File: src/verilog/psc_cfg.svh
// Constants of the power and state control block
`ifndef PSC_CFG_SVH
`define PSC_CFG_SVH

// Deglitch lengths in clock samples
`define PSC_FILT_LEN      4
`define PSC_POR_FILT_LEN  2

// Bit positions inside the deglitched input vector
`define PSC_NUM_FILT      5
`define PSC_IDX_PWRFAIL   0
`define PSC_IDX_BATTOK    1
`define PSC_IDX_NEWBAT    2
`define PSC_IDX_WAKE      3
`define PSC_IDX_URESET    4

// Reset values of the deglitched levels (inactive levels)
`define PSC_FILT_INIT     5'h17

// Test mode selection held when nothing was captured
`define PSC_TEST_RST      3'h7

`endif

File: src/verilog/psc_pkg.sv
// Types of the power and state control block
package psc_pkg;

    typedef enum logic [1:0] {
        PSC_OPERATING = 2'h0,
        PSC_IDLE      = 2'h1,
        PSC_STANDBY   = 2'h2
    } psc_state_t;

    // Supervision pins, all asynchronous to clk
    typedef struct packed {
        logic user_reset_n;
        logic wake_request;
        logic new_battery_sense_n;
        logic battery_good;
        logic power_fail_n;
    } psc_supv_t;

    // Status levels seen by the rest of the chip
    typedef struct packed {
        logic por_done;
        logic new_battery_low;
        logic external_supply;
    } psc_status_t;

endpackage : psc_pkg

File: src/verilog/psc_deglitch.sv
// Two-stage synchroniser followed by a stable-level filter
module psc_deglitch #(
    parameter int LEN  = 4,
    parameter bit INIT = 1'b1
) (
    input  wire logic clk,
    input  wire logic srst,
    input  wire logic pin,
    output logic      level
);

    localparam int CW = $clog2(LEN + 1);
    localparam logic [CW-1:0] LAST = CW'(LEN - 1);

    generate
        if (LEN < 1) begin : g_bad_len
            $error("psc_deglitch: LEN must be at least 1");
        end
    endgenerate

    logic          sync1_r;
    logic          sync2_r;
    logic          lvl_r;
    logic          lvl_nxt;
    logic [CW-1:0] cnt_r;
    logic [CW-1:0] cnt_nxt;

    ////////////////////////////////////////////////////////////////////////
    // New level only after LEN equal samples in a row
    always_comb begin
        lvl_nxt = lvl_r;
        cnt_nxt = '0;
        if (sync2_r != lvl_r) begin
            if (cnt_r == LAST) begin
                lvl_nxt = sync2_r; // RULE15
            end else begin
                cnt_nxt = cnt_r + CW'(1);
            end
        end
    end

    always_ff @(posedge clk) begin
        if (srst) begin
            sync1_r <= INIT;
            sync2_r <= INIT;
            lvl_r   <= INIT;
            cnt_r   <= '0;
        end else begin
            sync1_r <= pin;
            sync2_r <= sync1_r;
            lvl_r   <= lvl_nxt;
            cnt_r   <= cnt_nxt;
        end
    end

    assign level = lvl_r;
endmodule : psc_deglitch

File: src/verilog/psc_top.sv
// Power management and system state control
// Function
// (RULE1) Deglitched power fail low forces the system into Standby.
// (RULE2) Falling edge of deglitched battery good raises a fast interrupt.
// (RULE3) Low battery good in Standby blocks every exit from Standby.
// (RULE4) Board holds external supply sense low when externally powered.
// (RULE5) New battery sense input is deglitched.
// (RULE6) Power-on reset low resets all state control logic.
// (RULE7) Power-on reset is held low at least two clock cycles.
// (RULE8) Pin select chooses run status or clock gate on state pin.
// (RULE9) Run status: pin high in Operating or Idle, low in Standby.
// (RULE10) Clock gate: pin low only in Standby, high otherwise.
// (RULE11) Wake rising edge enters Operating, only after power-on reset.
// (RULE12) User reset is an active low deglitched reset request.
// (RULE13) Power-on reset release captures user reset and two test straps.
// (RULE14) In Standby buses are forced low and peripherals held in reset.
// (RULE15) Deglitched inputs change only after several stable samples.
// (RULE16) A Standby cause beats a simultaneous wake event.
`include "psc_cfg.svh"

module psc_top
    import psc_pkg::*;
#(
    parameter int FILT_LEN     = `PSC_FILT_LEN,
    parameter int POR_FILT_LEN = `PSC_POR_FILT_LEN
) (
    input  wire logic        clk,
    input  wire logic        srst,
    input  wire psc_supv_t   supv_pins,
    input  wire logic        power_on_reset_n,
    input  wire logic        external_supply_sense_n,
    input  wire logic [1:0]  test_mode_straps,
    input  wire logic        state_pin_select,
    input  wire logic        idle_request,
    input  wire logic        idle_exit,
    input  wire logic        standby_request,
    output logic             state_output_pin,
    output logic             fast_interrupt,
    output psc_state_t       system_state,
    output logic             bus_force_low,
    output logic             periph_reset,
    output logic             user_reset_req,
    output logic [2:0]       test_mode_sel,
    output psc_status_t      status
);

    generate
        if (FILT_LEN < 2 || POR_FILT_LEN < 2) begin : g_bad_par
            $error("psc_top: filter lengths must be at least 2");
        end
    endgenerate

    function automatic logic psc_in_standby(input psc_state_t s);
        return (s == PSC_STANDBY);
    endfunction : psc_in_standby

    ////////////////////////////////////////////////////////////////////////
    // Input conditioning
    logic [`PSC_NUM_FILT-1:0] raw_pins;
    logic [`PSC_NUM_FILT-1:0] filt;
    logic                     por_f;

    assign raw_pins = supv_pins;

    genvar gi;
    generate
        for (gi = 0; gi < `PSC_NUM_FILT; gi++) begin : g_filt
            psc_deglitch #(
                .LEN  (FILT_LEN),
                .INIT (1'(`PSC_FILT_INIT >> gi))
            ) u_filt (
                .clk   (clk),
                .srst  (srst),
                .pin   (raw_pins[gi]), // RULE5 RULE12
                .level (filt[gi])
            );
        end
    endgenerate

    // Two samples suffice: the reset source guarantees that width
    psc_deglitch #(
        .LEN  (POR_FILT_LEN),
        .INIT (1'b0)
    ) u_por (
        .clk   (clk),
        .srst  (srst),
        .pin   (power_on_reset_n), // RULE7
        .level (por_f)
    );

    logic       pwrfail_f;
    logic       battok_f;
    logic       newbat_f;
    logic       wake_f;
    logic       ureset_f;
    logic       sys_rst;

    assign pwrfail_f = filt[`PSC_IDX_PWRFAIL];
    assign battok_f  = filt[`PSC_IDX_BATTOK];
    assign newbat_f  = filt[`PSC_IDX_NEWBAT];
    assign wake_f    = filt[`PSC_IDX_WAKE];
    assign ureset_f  = filt[`PSC_IDX_URESET];
    assign sys_rst   = srst | ~por_f; // RULE6

    // Plain synchronisers for undeglitched pins
    logic [2:0] strap_s1_r;
    logic [2:0] strap_s2_r;
    logic [2:0] strap_s1_nxt;
    logic       ext_s1_r;
    logic       ext_s2_r;
    logic       ext_s1_nxt;

    always_comb begin
        strap_s1_nxt = {supv_pins.user_reset_n, test_mode_straps};
        ext_s1_nxt   = external_supply_sense_n; // RULE4
    end

    always_ff @(posedge clk) begin
        if (srst) begin
            strap_s1_r <= 3'h7;
            strap_s2_r <= 3'h7;
            ext_s1_r   <= 1'h1;
            ext_s2_r   <= 1'h1;
        end else begin
            strap_s1_r <= strap_s1_nxt;
            strap_s2_r <= strap_s1_r;
            ext_s1_r   <= ext_s1_nxt;
            ext_s2_r   <= ext_s1_r;
        end
    end

    ////////////////////////////////////////////////////////////////////////
    // Test strap capture on release of power-on reset
    logic       por_q_r;
    logic       por_q_nxt;
    logic       por_rise;
    logic [2:0] test_r;
    logic [2:0] test_nxt;

    assign por_rise = por_f & ~por_q_r;

    always_comb begin
        por_q_nxt = por_f;
        test_nxt  = test_r;
        if (por_rise) begin
            test_nxt = strap_s2_r; // RULE13
        end
    end

    // Only srst clears the straps, so they survive until the next release
    always_ff @(posedge clk) begin
        if (srst) begin
            por_q_r <= 1'h0;
            test_r  <= `PSC_TEST_RST;
        end else begin
            por_q_r <= por_q_nxt;
            test_r  <= test_nxt;
        end
    end

    ////////////////////////////////////////////////////////////////////////
    // Edge detection and system state
    psc_state_t state_r;
    psc_state_t state_nxt;
    logic       wake_prev_r;
    logic       battok_prev_r;
    logic       por_done_r;
    logic       wake_rise;
    logic       batt_fall;
    logic       standby_cause;

    // Previous values start at levels that fake no edge after reset
    assign wake_rise     = wake_f & ~wake_prev_r;
    assign batt_fall     = battok_prev_r & ~battok_f;
    assign standby_cause = ~pwrfail_f | ~ureset_f | standby_request;

    always_comb begin
        state_nxt = state_r;
        case (state_r)
            PSC_STANDBY: begin
                if (!standby_cause && battok_f && wake_rise
                    && por_done_r) begin // RULE3 RULE11 RULE16
                    state_nxt = PSC_OPERATING;
                end
            end
            PSC_OPERATING: begin
                if (standby_cause) begin
                    state_nxt = PSC_STANDBY; // RULE1 RULE12
                end else if (idle_request) begin
                    state_nxt = PSC_IDLE;
                end
            end
            PSC_IDLE: begin
                if (standby_cause) begin
                    state_nxt = PSC_STANDBY; // RULE1 RULE16
                end else if (idle_exit || wake_rise) begin
                    state_nxt = PSC_OPERATING; // RULE11
                end
            end
            default: begin
                state_nxt = PSC_STANDBY;
            end
        endcase
    end

    ////////////////////////////////////////////////////////////////////////
    // Registered outputs; pin, bus and peripheral reset are computed from the next state so they track it
    logic        pin_nxt;
    logic        run_sig;
    logic        gate_sig;
    psc_status_t status_nxt;

    always_comb begin
        run_sig  = ~psc_in_standby(state_nxt); // RULE9
        gate_sig = ~psc_in_standby(state_nxt); // RULE10
        pin_nxt  = state_pin_select ? gate_sig : run_sig; // RULE8
        status_nxt.por_done        = 1'h1;
        status_nxt.new_battery_low = ~newbat_f;
        status_nxt.external_supply = ~ext_s2_r;
    end

    always_ff @(posedge clk) begin
        if (sys_rst) begin
            state_r          <= PSC_STANDBY; // RULE6
            wake_prev_r      <= 1'h1;
            battok_prev_r    <= 1'h0;
            por_done_r       <= 1'h0;
            state_output_pin <= 1'h0;
            fast_interrupt   <= 1'h0;
            bus_force_low    <= 1'h1;
            periph_reset     <= 1'h1;
            user_reset_req   <= 1'h0;
            status           <= '0;
        end else begin
            state_r          <= state_nxt;
            wake_prev_r      <= wake_f;
            battok_prev_r    <= battok_f;
            por_done_r       <= 1'h1;
            state_output_pin <= pin_nxt;
            fast_interrupt   <= batt_fall; // RULE2
            bus_force_low    <= psc_in_standby(state_nxt); // RULE14
            periph_reset     <= psc_in_standby(state_nxt); // RULE14
            user_reset_req   <= ~ureset_f; // RULE12
            status           <= status_nxt;
        end
    end

    assign system_state  = state_r;
    assign test_mode_sel = test_r;
endmodule : psc_top

File: config.mk
export PLATFORM = sky130hd
export DESIGN_NAME = psc_top
export DESIGN_NICKNAME = d
export VERILOG_FILES = /design/src/verilog/psc_pkg.sv /design/src/verilog/psc_deglitch.sv /design/src/verilog/psc_top.sv
export VERILOG_INCLUDE_DIRS = /design/src /design/src/verilog
export SDC_FILE = /design/constraint.sdc
export NUM_CORES = 1
export LEC_CHECK = 0
export ABC_CLOCK_PERIOD_IN_PS = 2300
export BUFFER_PORTS_ARGS = -buffer_cell sky130_fd_sc_hd__buf_2
export CORE_MARGIN = 1.5
export CORE_UTILIZATION = 56
export DETAILED_ROUTE_END_ITERATION = 8
export HOLD_SLACK_MARGIN = 0.08
export PLACE_DENSITY_LB_ADDON = 0.2
export SYNTH_ARGS = -nofsm -noshare
export SYNTH_HDL_FRONTEND = slang
export SYNTH_SLANG_ARGS = --single-unit
File: constraint.sdc
create_clock -name clk -period 2.3 [get_ports clk]
set_clock_uncertainty 0.05 [all_clocks]
set_input_delay 0.46 -clock clk [delete_from_list [all_inputs] [get_ports clk]]
set_output_delay 0.46 -clock clk [all_outputs]
set_load 0.02 [all_outputs]
==> key figures <==
Status
  – Status: completed

Power and ir drop
  – Clock power frac: 0.291
  – PD cells: roughly 710 mW/mm^2
  – IR drop worst, VDD: around 0.46 mV
  – Sw Ratio: 0.208
  – Flop pwr share: 0.677
  – Power, Total: 1470 uW
  – Int Power: ~1200 uW
  – Comb power frac: 0.032
  – Sw Pwr: ~310 uW
  – Pleak: approximately 0.00086 uW

STA
  – Final hold vios: 0
  – Max Freq: 0.674 GHz
  – RSZ-0062 raised after global routing: no
  – Max-slew violation count: 0
  – Final period utilization: 0.645
  – Least-Margin Pin Slew: about 0.49 ns
  – Worst slew margin: 0.673
  – Min cycle time layout: 1.48 ns
  – Setup TNS: 0 ns
  – Final setup vio count: 0

Yosys
  – Post-synth top cells: 56 x dfxtp_1, 20 x nor2_1, 14 x inv_1, 14 x or2_2, 12 x nor2b_1
  – Cell variety after synth: 26
  – Top-area cell type share of the netlist area: 0.601
  – Synth area leader: dfxtp_1
  – Synth Instances: 169
  – Syn Area/Cell: 11.0 sq um
  – Async SR Flop Fraction: 0
  – Net count after synthesis: ~200
  – Mapped cell area: between 0.0015 and 0.002 sq mm
  – Area contributors post-synth: dfxtp_1 60%, ha_1 7.4%, or2_2 4.7%, nor2_1 4.0%, nor2b_1 4.0%
  – YS warnings: 0
  – Prevailing post-synth register cell: dfxtp_1
  – Count leader, synth: dfxtp_1
  – Yosys reg bits: 56
  – Number of flops mapped to enable cells by yosys: 0
  – Sequential-to-total area share from yosys stat: 0.601

Finish
  – Final Cell Area: around 0.0021 sq mm
  – Layout area overhead: 11.7%
  – Final #Nets: between 200 and 250
  – # diodes: 0
  – Share of cells above drive strength 1: 0.263

Global routing
  – GRT Util Overall: 0.175
  – Antenna violations before repair: 0
  – Largest net degree at the start of global routing: 35
  – Total grt overflow: 0
  – Number of global-route vias before repair: approximately 1200
  – Global-route wire length before repair: about 4.5 mm

Clock network
  – Hold buffers post-CTS: 0
  – Clock Latency Late Sink: approximately 0.37 ns
  – CTS Buf Count: 5
  – H-tree depth: 2
  – Post-CTS sizing: 0
  – Setup bufs post-CTS: 0
  – TritonCTS clock tree: yes
  – Clock tree buffer depth: 2
  – Reg clk slew, reported paths: between 0.1 and 0.15 ns
  – CTS root buf: clkbuf_4
  – Sink Count: 56

Die
  – I/O pin count: 28
  – Die W: between 60 and 70 um
  – Initial Util: 0.601
  – Core Box Area: 0.00310 sq mm
  – Die H: 60.7 um
  – Rows: 20
  – Die area: between 0.003 and 0.004 sq mm

Drt
  – DR vias/cell: approximately 4.7
  – Vias: approximately 1100
  – DRT antenna net count: 0
  – WL per Instance: between 10 and 15 um
  – Drt pass-1 iters: 6
  – Drt total wl: roughly 2.6 mm
  – Initial drt markers: 32
  – DRC errors left: 0

Place
  – Post-DP HPWL: approximately 1.9 mm
  – DP Area: between 0.002 and 0.0025 sq mm
  – Final GP Congestion: around 0.7
  – Port Buffers: 26

Job
  – Max cap viols: 0

Worst setup path
  – Worst Path Max Fanout: 5
  – Cell family with most CP delay: flip-flops
  – Element type at the critical path end: output pin
  – CP max stage delay: around 0.41 ns
  – Worst Setup Path Type: reg2out
  – Worst reg-to-reg setup slack: about 0.9 ns
  – Crit-path cells: buf_2
  – CP Buf/Inv Count: 1
  – Startpoint types: flop
  – Worst EP arrival: slightly below 1 ns
  – Worst endpoint required time: about 1.8 ns
  – Slowest cell on crit path: dfxtp_1

Min path
  – Min-delay worst type: in2reg
[registers in the layout (all words and copies together) (netlist names), 2 cells and up]
| register | count |
|---|---|
| u_por.cnt_r | 2 |
| g_filt.u_filt.sync2_r | 4 |
| strap_s1_r | 3 |
| g_filt.u_filt.level | 5 |
| strap_s2_r | 3 |
| test_mode_sel | 3 |
| g_filt.u_filt.cnt_r | 15 |
| status | 2 |
| g_filt.u_filt.sync1_r | 4 |
| system_state | 2 |
[final timing paths]
| path | from | depth (start not counted) | to |
|---|---|---|---|
| max reg2reg | g_filt[4].u_filt.cnt_r[0] | 4 | g_filt[4].u_filt.cnt_r[1] |
| min | supv_pins[2] | 2 | g_filt[2].u_filt.sync1_r |
| max | system_state[1] | 1 | system_state[1] |
| min reg2reg | ext_s2_r | 1 | status[0] |
[cells in the final DEF, fill, tap and decap left out]
cell        Yosys  final
dfxtp_1        56     56
buf_2           2     26
nor2_1         20     20
inv_1          14     14
or2_2          14     14
nor2b_1        12     12
ha_1           11     11
a211o_1         7      7
xnor2_1         6      6
or3_1           6      6
clkbuf_4        0      5
mux2i_1         2      2
nor2_2          2      2
nand2b_1        2      2
a21o_1          2      2
nand2b_4        1      1
and2b_2         1      1
or3_4           1      1
a31oi_1         1      1
nand4b_1        1      1
nor3_1          1      1
nand2_1         1      1
a21oi_1         1      1
nor3b_1         1      1
and2_1          1      1
clkbuf_1        1      1
clkbuf_8        0      1
clkinvlp_4      0      1
[per-stage QoR]
stage | util | setup WS [ns] | hold slack, ns | std cells
global route | 0.672 | 0.724 | 0.170 | 242
global placement | 0.652 | 0.705 | 0.329 | 234
finish | 0.672 | 0.816 | 0.208 | 242
floorplan | - | 1.07 | 0.318 | 169
CTS | 0.672 | 0.788 | 0.191 | 242
detailed placement | 0.652 | 0.646 | 0.337 | 234
[cells by family after synthesis]
group	count (synthesis)	share of synthesized area
AO/OA/AOI/OAI	11	0.0469
buffers and inverters	19	0.0436
multiplexers	2	0.0107
adder cells (fa/ha/maj)	11	0.0738
AND/OR/NAND/NOR	64	0.196
XOR/XNOR	6	0.0282
flip-flops	56	0.601
[routing by layer]
layer,share of wire,global-route usage,wire length [um]
met1,0.42,0.165,1080
met2,0.50,0.323,1280
met3,0.060,0.0704,155
met4,0.023,0.0932,60
met5,0,0,0
[cell type report]
type	count	area, sq um
well taps	44	55.1
clock buffers	7	55.1
repair buffers	26	130
fillers	286	1020
flip-flops and latches	56	1120
multi-input cells	94	663
inverters	14	52.6
clock inverters	1	7.51
[power by group through the flow]
stage	Sequential, uW	Clock (uW)	Combinational [uW]
3_5_place_dp	1020	0	48.2
4_1_cts	997	450	48.4
5_1_grt	1000	494	53.5
2_1_floorplan	1020	0	31.8
3_3_place_gp	1020	0	45.2
6_report	997	429	47.0
(Power assumes the default switching activity.)
